## src/hw/csel_pkg.sv

```systemverilog
// Shared constants and types for the system clock selector
package csel_pkg;
  // Reference clock rate
  localparam int CLK_MHZ = 100;
  // Longest silence tolerated on the external oscillator before it is declared dead
  localparam int MON_TIMEOUT_NS = 1000;
  // Longest time rounds down to whole cycles
  localparam int MON_TIMEOUT_CYC = (MON_TIMEOUT_NS * CLK_MHZ) / 1000;
  localparam int MON_CNT_W = 8;
  localparam logic [MON_CNT_W-1:0] MON_LIMIT = MON_CNT_W'(MON_TIMEOUT_CYC);
  // Real-time clock source: external oscillator divided by 128
  localparam int RTC_DIV = 128;
  localparam int RTC_CNT_W = 7;
  localparam logic [RTC_CNT_W-1:0] RTC_LAST = RTC_CNT_W'(RTC_DIV - 1);
  // Prescalers: divide code is log2 of the ratio
  localparam int DIV_W = 4;
  localparam int DIV_CNT_W = 16;
  localparam int NUM_BUS = 3;
  localparam int BUS_AHB = 0;
  localparam int BUS_APB2 = 1;
  localparam int BUS_APB1 = 2;
  // System clock sources
  typedef enum logic [1:0] {
    SRC_IRC = 2'b00,
    SRC_EXT = 2'b01,
    SRC_PLL = 2'b10
  } csel_src_t;
endpackage

```

## src/hw/csel_div_if.sv

```systemverilog
// Carrier between the selector and one bus prescaler
`timescale 1ns/1ps
`default_nettype none
interface csel_div_if;
  logic tick_in;
  logic [csel_pkg::DIV_W-1:0] div_log2;
  logic tick_out;
  modport presc (input tick_in, input div_log2, output tick_out);
  modport src (output tick_in, output div_log2, input tick_out);
endinterface
`default_nettype wire

```

## src/hw/csel_presc.sv

```systemverilog
// Power-of-two bus clock prescaler producing a one-cycle tick
`timescale 1ns/1ps
`default_nettype none
module csel_presc #(
  parameter int CNT_W = csel_pkg::DIV_CNT_W
) (
  // Clock and reset
  input wire logic ref_clk,
  input wire logic rstn,
  // Tick in, divided tick out
  csel_div_if.presc bus
);

  logic [CNT_W-1:0] cnt_reg;
  logic tick_reg;

  // Mask of counter bits that must all be set for an output tick
  function automatic logic [CNT_W-1:0] mask_of(input logic [csel_pkg::DIV_W-1:0] d);
    mask_of = ~({CNT_W{1'b1}} << d);
  endfunction

  ////////////////////////////////////////////////////////////////////////////
  // Free-running count of input ticks
  always_ff @(posedge ref_clk or negedge rstn) begin
    if (!rstn) begin
      cnt_reg <= '0;
    end else if (bus.tick_in) begin
      cnt_reg <= cnt_reg + 1'b1;
    end
  end

  // Output tick on every 2^div input tick
  always_ff @(posedge ref_clk or negedge rstn) begin
    if (!rstn) begin
      tick_reg <= 1'b0;
    end else begin
      tick_reg <= bus.tick_in && ((cnt_reg & mask_of(bus.div_log2)) == mask_of(bus.div_log2));
    end
  end

  assign bus.tick_out = tick_reg;
endmodule
`default_nettype wire

```

## src/hw/csel_top.sv

```systemverilog
// System clock selector: source switch, external clock monitor, prescalers
`timescale 1ns/1ps
`default_nettype none
module csel_top (
  // Clock and reset
  input wire logic ref_clk,
  input wire logic rstn,
  // Oscillator inputs
  input wire logic external_highspeed_osc,
  input wire logic internal_rc_osc_tick,
  input wire logic pll_tick,
  // Software controls
  input wire csel_pkg::csel_src_t src_req,
  input wire logic ext_osc_on,
  input wire logic pll_on,
  input wire logic css_irq_en,
  input wire logic pll_irq_en,
  input wire logic fail_clr,
  input wire logic stop_mode,
  // Prescaler codes, log2 of ratio
  input wire logic [csel_pkg::DIV_W-1:0] ahb_div,
  input wire logic [csel_pkg::DIV_W-1:0] apb2_div,
  input wire logic [csel_pkg::DIV_W-1:0] apb1_div,
  // Oscillator enables
  output logic internal_rc_osc_en,
  output logic ext_osc_en,
  output logic pll_en,
  // Selected source
  output csel_pkg::csel_src_t sys_src,
  // Clock ticks
  output logic ahb_tick,
  output logic apb2_tick,
  output logic apb1_tick,
  output logic flash_prog_if_clock,
  output logic usb_function_clock,
  output logic rtc_ext_div_tick,
  // Status and interrupts
  output logic css_fail_flag,
  output logic pll_fail_flag,
  output logic css_irq,
  output logic pll_irq
);

  csel_pkg::csel_src_t src_reg;
  csel_pkg::csel_src_t src_next;
  logic sync1_reg, sync2_reg, sync3_reg;
  logic ext_edge;
  logic [csel_pkg::MON_CNT_W-1:0] mon_cnt_reg;
  logic ext_ok, fail_evt, src_tick;
  logic css_flag_reg, pll_flag_reg, css_irq_reg, pll_irq_reg;
  logic irc_en_reg, ext_en_reg, pll_en_reg;
  logic flash_reg, usb_reg, rtc_reg;
  logic [csel_pkg::RTC_CNT_W-1:0] rtc_cnt_reg;
  logic [csel_pkg::DIV_W-1:0] div_code [csel_pkg::NUM_BUS];
  logic seen_reg;

  ////////////////////////////////////////////////////////////////////////////
  // External oscillator pin: two flops, then a third for edge detection
  always_ff @(posedge ref_clk or negedge rstn) begin
    if (!rstn) begin
      sync1_reg <= 1'b0;
      sync2_reg <= 1'b0;
      sync3_reg <= 1'b0;
    end else begin
      sync1_reg <= external_highspeed_osc;
      sync2_reg <= sync1_reg;
      sync3_reg <= sync2_reg;
    end
  end

  assign ext_edge = sync2_reg && !sync3_reg;

  ////////////////////////////////////////////////////////////////////////////
  // Silence counter; parked at the limit so a stopped oscillator is never trusted
  always_ff @(posedge ref_clk or negedge rstn) begin
    if (!rstn) begin
      mon_cnt_reg <= csel_pkg::MON_LIMIT;
    end else if (!ext_osc_on || stop_mode) begin
      mon_cnt_reg <= csel_pkg::MON_LIMIT;
    end else if (ext_edge) begin
      mon_cnt_reg <= '0;
    end else if (mon_cnt_reg != csel_pkg::MON_LIMIT) begin
      mon_cnt_reg <= mon_cnt_reg + 1'b1;
    end
  end

  assign ext_ok = (mon_cnt_reg != csel_pkg::MON_LIMIT);
  // Failure only counts while the external path feeds the system clock
  assign fail_evt = (src_reg != csel_pkg::SRC_IRC) && ext_osc_on && !stop_mode && !ext_ok;

  ////////////////////////////////////////////////////////////////////////////
  // Source choice: requested source only while its oscillator is alive and no failure is pending
  always_comb begin
    src_next = csel_pkg::SRC_IRC;
    if (fail_evt) begin
      src_next = csel_pkg::SRC_IRC;
    end else if (src_req == csel_pkg::SRC_EXT && ext_osc_on && ext_ok && !css_flag_reg) begin
      src_next = csel_pkg::SRC_EXT;
    end else if (src_req == csel_pkg::SRC_PLL && pll_on && ext_osc_on && ext_ok && !css_flag_reg) begin
      src_next = csel_pkg::SRC_PLL;
    end
  end

  // Selected source register
  always_ff @(posedge ref_clk or negedge rstn) begin
    if (!rstn) begin
      src_reg <= csel_pkg::SRC_IRC;
    end else begin
      src_reg <= src_next;
    end
  end

  ////////////////////////////////////////////////////////////////////////////
  // Sticky failure flags; a new failure wins over a clear in the same cycle
  always_ff @(posedge ref_clk or negedge rstn) begin
    if (!rstn) begin
      css_flag_reg <= 1'b0;
      pll_flag_reg <= 1'b0;
    end else begin
      if (fail_evt) begin
        css_flag_reg <= 1'b1;
      end else if (fail_clr) begin
        css_flag_reg <= 1'b0;
      end
      if (fail_evt && pll_on) begin
        pll_flag_reg <= 1'b1;
      end else if (fail_clr) begin
        pll_flag_reg <= 1'b0;
      end
    end
  end

  // Interrupt lines, gated by their enables
  always_ff @(posedge ref_clk or negedge rstn) begin
    if (!rstn) begin
      css_irq_reg <= 1'b0;
      pll_irq_reg <= 1'b0;
    end else begin
      css_irq_reg <= css_flag_reg && css_irq_en;
      pll_irq_reg <= pll_flag_reg && pll_irq_en;
    end
  end

  ////////////////////////////////////////////////////////////////////////////
  // Oscillator enables drop in stop mode
  always_ff @(posedge ref_clk or negedge rstn) begin
    if (!rstn) begin
      irc_en_reg <= 1'b1;
      ext_en_reg <= 1'b0;
      pll_en_reg <= 1'b0;
    end else begin
      irc_en_reg <= !stop_mode;
      ext_en_reg <= ext_osc_on && !stop_mode;
      pll_en_reg <= pll_on && !stop_mode;
    end
  end

  ////////////////////////////////////////////////////////////////////////////
  // Source tick mux feeding the AHB prescaler
  always_comb begin
    case (src_reg)
      csel_pkg::SRC_EXT: src_tick = ext_edge;
      csel_pkg::SRC_PLL: src_tick = pll_tick;
      default: src_tick = internal_rc_osc_tick;
    endcase
    if (stop_mode) begin
      src_tick = 1'b0;
    end
  end

  assign div_code[csel_pkg::BUS_AHB] = ahb_div;
  assign div_code[csel_pkg::BUS_APB2] = apb2_div;
  assign div_code[csel_pkg::BUS_APB1] = apb1_div;

  // AHB divides the source; both APB buses divide the AHB tick
  csel_div_if div_if [csel_pkg::NUM_BUS] ();
  for (genvar g = 0; g < csel_pkg::NUM_BUS; g++) begin : g_bus
    if (g == csel_pkg::BUS_AHB) begin : g_src
      assign div_if[g].tick_in = src_tick;
    end else begin : g_ahb
      assign div_if[g].tick_in = div_if[csel_pkg::BUS_AHB].tick_out;
    end
    assign div_if[g].div_log2 = div_code[g];
    csel_presc u_presc (
      .ref_clk (ref_clk),
      .rstn (rstn),
      .bus (div_if[g])
    );
  end

  ////////////////////////////////////////////////////////////////////////////
  // Fixed clock paths: flash always on internal RC, USB only from PLL fed by external
  always_ff @(posedge ref_clk or negedge rstn) begin
    if (!rstn) begin
      flash_reg <= 1'b0;
      usb_reg <= 1'b0;
    end else begin
      flash_reg <= internal_rc_osc_tick && !stop_mode;
      usb_reg <= pll_tick && pll_on && ext_osc_on && !stop_mode;
    end
  end

  // RTC option: external oscillator edges divided down
  always_ff @(posedge ref_clk or negedge rstn) begin
    if (!rstn) begin
      rtc_cnt_reg <= '0;
      rtc_reg <= 1'b0;
    end else begin
      rtc_reg <= 1'b0;
      if (ext_edge && ext_osc_on && !stop_mode) begin
        rtc_cnt_reg <= rtc_cnt_reg + 1'b1;
        rtc_reg <= (rtc_cnt_reg == csel_pkg::RTC_LAST);
      end
    end
  end

  // Marks the first cycle after reset release, for checking only
  always_ff @(posedge ref_clk or negedge rstn) begin
    if (!rstn) begin
      seen_reg <= 1'b0;
    end else begin
      seen_reg <= 1'b1;
    end
  end

  assign sys_src = src_reg;
  assign internal_rc_osc_en = irc_en_reg;
  assign ext_osc_en = ext_en_reg;
  assign pll_en = pll_en_reg;
  assign ahb_tick = div_if[csel_pkg::BUS_AHB].tick_out;
  assign apb2_tick = div_if[csel_pkg::BUS_APB2].tick_out;
  assign apb1_tick = div_if[csel_pkg::BUS_APB1].tick_out;
  assign flash_prog_if_clock = flash_reg;
  assign usb_function_clock = usb_reg;
  assign rtc_ext_div_tick = rtc_reg;
  assign css_fail_flag = css_flag_reg;
  assign pll_fail_flag = pll_flag_reg;
  assign css_irq = css_irq_reg;
  assign pll_irq = pll_irq_reg;
endmodule
`default_nettype wire

```

## config.mk

```make
export PLATFORM = sky130hd
export DESIGN_NAME = csel_top
export DESIGN_NICKNAME = d
export VERILOG_FILES = /design/src/hw/csel_pkg.sv /design/src/hw/csel_div_if.sv /design/src/hw/csel_presc.sv /design/src/hw/csel_top.sv
export SDC_FILE = /design/constraint.sdc
export NUM_CORES = 1
export LEC_CHECK = 0
export ABC_AREA = 1
export BUFFER_PORTS_ARGS = -buffer_cell sky130_fd_sc_hd__buf_2
export CORE_MARGIN = 2
export CORE_UTILIZATION = 30
export CTS_CLUSTER_SIZE = 40
export DETAILED_ROUTE_END_ITERATION = 10
export PLACE_DENSITY_LB_ADDON = 0.3
export SLEW_MARGIN = 20
export SYNTH_ARGS = -nofsm -noshare
export SYNTH_HDL_FRONTEND = slang
export SYNTH_SLANG_ARGS = --single-unit
```

## constraint.sdc

```tcl
create_clock -name ref_clk -period 1.67 [get_ports ref_clk]
set_clock_uncertainty 0.15 [all_clocks]
set_input_delay 0.0835 -clock ref_clk [delete_from_list [all_inputs] [get_ports ref_clk]]
set_output_delay 0.0835 -clock ref_clk [all_outputs]
set_load 0.01 [all_outputs]
```

# Word-level counts from Yosys, hierarchy flattened
# Index checks and enable logic that the tools add are counted.
# word_totals
ff_bits,81
out_inout_bits,15
# classes
n_reduce_logical,35
addsub,5
n_bitwise,6
mux,12
shift,3
n_eq_ne,9
# op_table
cell,count
16-bit by 1-bit adder with 16-bit output (second input constant),3
16-bit bitwise AND,3
16-bit equality test,3
16-bit inverter,3
16-bit by 4-bit << shifter with 16-bit output (first input constant),3
1-bit logical AND,25
8-bit 2-to-1 mux,3
8-bit by 1-bit adder with 8-bit output (second input constant),1
8-bit by 7-bit != test with 1-bit output (second input constant),1
7-bit by 1-bit adder with 7-bit output (second input constant),1
7-bit equality test (second input constant),1
2-bit 2-to-1 mux,3
2-bit nonzero test,3
1-bit zero test,5
1-bit 2-to-1 mux,5
2-bit by 1-bit equality test with 1-bit output (second input constant),2
2-bit equality test (second input constant),2
3-bit nonzero test,1
1-bit one-hot mux with 2 select lines,1
1-bit logical OR,1

# Logic depth before layout (Yosys ltp)
# depth
depth_word,8
depth_mapped,10
mapped_depth_nobuf,9

# Modules after synthesis
# From an unflattened synthesis, not the netlist that was laid out.
# unflattened
hier_cells,566
area_unflattened_um2,4393.0
# by_module_without_submodules
mod,area_per_inst_um2,seq_area_each_um2,instances,cells_each
csel_presc,991.0,400.4,3,136
csel_top,1420.1,755.7,1,158

# Worst setup path before layout
# OpenSTA, ideal clock, no wires.
# synth_timing
path_kind,register to register
start,"register src_reg[0], in the netlist sys_src[0]"
end,register g_bus[0].u_presc.cnt_reg[5]
slack_ns,0.033
path_stages_with_launch,10
t_arrival_ns,1.364
path_buffers,1
period_less_slack_ns,1.637
cell_sequence,dfrtp_1 > inv_1 > ha_1 > inv_1 > a21oi_1 > nand2_2 > inv_2 > buf_6 > nand2_1 > xnor2_1
# synth_via
elab_chain_len,3
# synth_rtl
element,line,text
"start, declared",csel_top.sv:44,csel_pkg::csel_src_t src_reg;
"start signal, assigned",csel_top.sv:107,src_reg <= csel_pkg::SRC_IRC;
"start signal, assigned",csel_top.sv:109,src_reg <= src_next;
2-bit equality test or 2-bit by 1-bit equality test with 1-bit output (tied branches),csel_top.sv:161,case (src_reg)
1-bit one-hot mux with 2 select lines (*),csel_top.sv:161,
1-bit 2-to-1 mux (*),csel_top.sv:166,if (stop_mode) begin
"end signal, assigned",csel_presc.sv:28,cnt_reg <= cnt_reg + 1'b1;
"end, declared",csel_presc.sv:14,logic [CNT_W-1:0] cnt_reg;
# Every way passes the cells marked *; elsewhere a longest branch is shown, timed or not.
# A chain may end at the register's enable or synchronous reset.

# Final worst setup path
# layout_timing
start,input port stop_mode
end,register mon_cnt_reg[5] in the netlist's numbering
# layout_via
elab_chain_len,2
# layout_rtl
element,line,text
"start, declared",csel_top.sv:19,"input wire logic stop_mode,"
1-bit logical OR (*),csel_top.sv:78,end else if (!ext_osc_on || stop_mode) begin
3-bit nonzero test (no source line) or 8-bit 2-to-1 mux (tied branches),n/a,
"end signal, assigned",csel_top.sv:77,mon_cnt_reg <= csel_pkg::MON_LIMIT;
"end signal, assigned",csel_top.sv:79,mon_cnt_reg <= csel_pkg::MON_LIMIT;
"end signal, assigned",csel_top.sv:83,mon_cnt_reg <= mon_cnt_reg + 1'b1;
"end, declared",csel_top.sv:48,logic [csel_pkg::MON_CNT_W-1:0] mon_cnt_reg;
# Marked as above.

==> impl_metrics.toml <==
[status]
run_status = "finished, final reports clean"

[sta]
timing.setup.tns_ns = 0
report.final.setup_viol = 0
finalCritPeriodShare = 0.961
final_hold_violation_count = 0
worst_slew_pin_slew_ns = 0.541
drv_slew = 0
max-slew-margin-rel = 0.639
timing_limited_maximum_frequency_mhz = 623
grt_setup_unrepaired = "yes"
period_needed_ns = 1.60

[worst_hold_path]
holdCritPathClass = "in -> reg"
startpoint_of_the_most_critical_hold_path = "ahb_div[3]"

[clocking]
insertion_delay_ns = 0.34
clockRootBuffer = "clkbuf_16"
cts_buffers = 9
clk_pin_slew_ns = 0.06
clock_tree.buffer_depth = 2
clkSinkCount = 78
tritoncts = "done"
htree_num_levels = 3

[synthesis]
ys.flop_type = "dfrtp_1"
synth_top_cell_area_share = 0.435
mappedNetlistNets = 581
synth_common_cells = "nand2_1, inv_1, dfrtp_1, nor2_1, nand3_1"
ys_seq_elements = 78
synth_most_common_cell = "nand2_1"
postSynthCellCount = 547
synth.distinct_cells = 29
ys_warn_count = 0
post_synth_edffs = 0
synth_largest_area_cell = "dfrtp_1"
top_area_cells_in_the_synthesized_netlist = "dfrtp_1, nand2_1, inv_1, xor2_1, nand3_1"
syn-cell-area_um2 = 4260
syn-mean-instance-area_um2 = 7.79
seq_area_frac_synth = 0.459
synth_async_sr_flop_share = 1.00

[floorplanning]
pin_count = 40
design.core.area_um2 = 13900
rows = 43
initial_utilization = 0.307
dieHeight_um = 123
design.die.area_um2 = 15200
dieWidth_um = 123

[finish]
drive_gt1_frac = 0.165
final_net_count = 656
area_growth_pct = 24.7
stdcell_area_um2 = 5310
largest_reg_flops = 45
antenna-diode-count = 0

[job]
timing.max_cap.violations = 0

[route]
via_count = 3640
drt_first_iter_violations = 295
drtPass1Iterations = 5
route.antenna.remaining_nets = 0
viasPerCell = 4.52
met1_length_mm = 4.33
wl_met3_um = 488
highest-signal-layer = "met4"
routed_wl_mm = 9.41
route.detailed.drc = 0
met2WireLength_mm = 4.47
route.detailed.wl_per_inst_um = 11.7

[worst_setup_path]
critical_path.max_fanout = 5
timing.critical_path.arrival_ns = 1.71
setup.worst_path.class = "in -> reg"
worst_flop_to_flop_path_startpoint = "sys_src[1]"
critical_path_required_ns = 1.78
worstSetupEndpointType = "register"
timing.critical_path.from = "stop_mode"
crit_path_start_kind = "primary input"

[grt]
via_count_of_the_first_global_routing_pass = 3586
grt_util_all_layers = 0.133
grt_pass1_wl_mm = 16.1
grt_max_degree = 39
grt-ovfl-total = 0
grt_antenna_before_repair = 0

[pwr]
post-layout-total-power_mw = 5.08
power-per-cell-area_nw_per_um2 = 956
peak_supply_drop_uv = 510
leakage_nw = 2.76

[placed_design]
port-buffer-count = 39
finalWeightedCongestion = 0.836
post-dp-hpwl_mm = 6.99
placed_area_um2 = 4770
==> per-stage QoR <==
stage,util,setup slack [ns],hold slack (ns),std cells
floorplan,-,0.0332,-0.362,547
global placement,0.344,0.0531,-0.0509,773
detailed placement,0.344,-0.00175,-0.0461,773
CTS,0.377,0.0164,0.0406,804
global route,0.383,0.00122,0.0903,806
finish,0.383,0.0659,0.0504,806
==> power breakdown <==
group          total, mW  leakage, nW  internal [mW]  switching, mW
Clock               1.98        0.149           1.23          0.752
Combinational      0.843         1.57          0.361          0.482
Sequential          2.25         1.04           2.07          0.180
Total               5.08         2.76           3.67           1.41
==> path summary, 6_finish.rpt <==
check	slack, ns	cells after the start	end
worst max-delay path	0.07	5	mon_cnt_reg[5]
worst min-delay path	0.05	4	g_bus[0].u_presc.bus.tick_out
worst max register to register	0.07	8	g_bus[0].u_presc.cnt_reg[3]
worst min register to register	0.21	0	sync2_reg
max in group asynchronous	0.74	3	g_bus[0].u_presc.cnt_reg[2]
min in group asynchronous	0.12	2	rtc_cnt_reg[5]
==> logic make-up after synthesis <==
kind of cell | count (synthesis) | share of synthesized area
multiplexers | 1 | 0.00264
AO/OA/AOI/OAI | 31 | 0.0379
XOR/XNOR | 38 | 0.0781
AND/OR/NAND/NOR | 292 | 0.305
adder cells (fa/ha/maj) | 9 | 0.0264
flip-flops | 78 | 0.459
buffers and inverters | 98 | 0.0907
==> cells in the final DEF (no fill, tap or decap), drive strengths merged, types with 2 or more instances in the layout <==
master         n
a21oi         11
buf           55
clkbuf        13
clkinv         2
dfrtp         74
dfstp          4
dlygate4sd3   15
ha             9
inv           91
nand2        140
nand3         50
nand3b         2
nand4         13
nor2          75
nor3          10
o21ai         17
o21bai         2
xnor2          7
xor2          31
==> layout make-up <==
| cell class | count | area (um2) |
|---|---|---|
| timing repair buffer | 71 | 526 |
| tap | 180 | 225 |
| fill | 1394 | 8570 |
| multi-input combinational | 371 | 1960 |
| inverter | 91 | 349 |
| clock buffer | 12 | 256 |
| clock inverter | 3 | 43.8 |
| sequential | 78 | 1960 |
==> critical path: stages <==
cell and delay, ns:
dlygate4sd3_1 0.54, buf_2 0.18, nor2_4 0.18, dlygate4sd3_1 0.65, nand2_1 0.08
==> per-layer routing <==
metal  global-route usage  vias up
met2                0.227       91
li1                     -     1846
met3               0.0304       10
met4               0.0433        0
met1                0.166     1693
met5                    0        -
==> timing repair <==
item	CTS	global route
hold buffers	15	0
pin swaps	0	3
setup buffers	1	1
setup endpoints to repair	3	13
gates resized for setup	0	15
cloned	0	1
endpoints found under the hold margin	93	0
(Power assumes the default switching activity.)
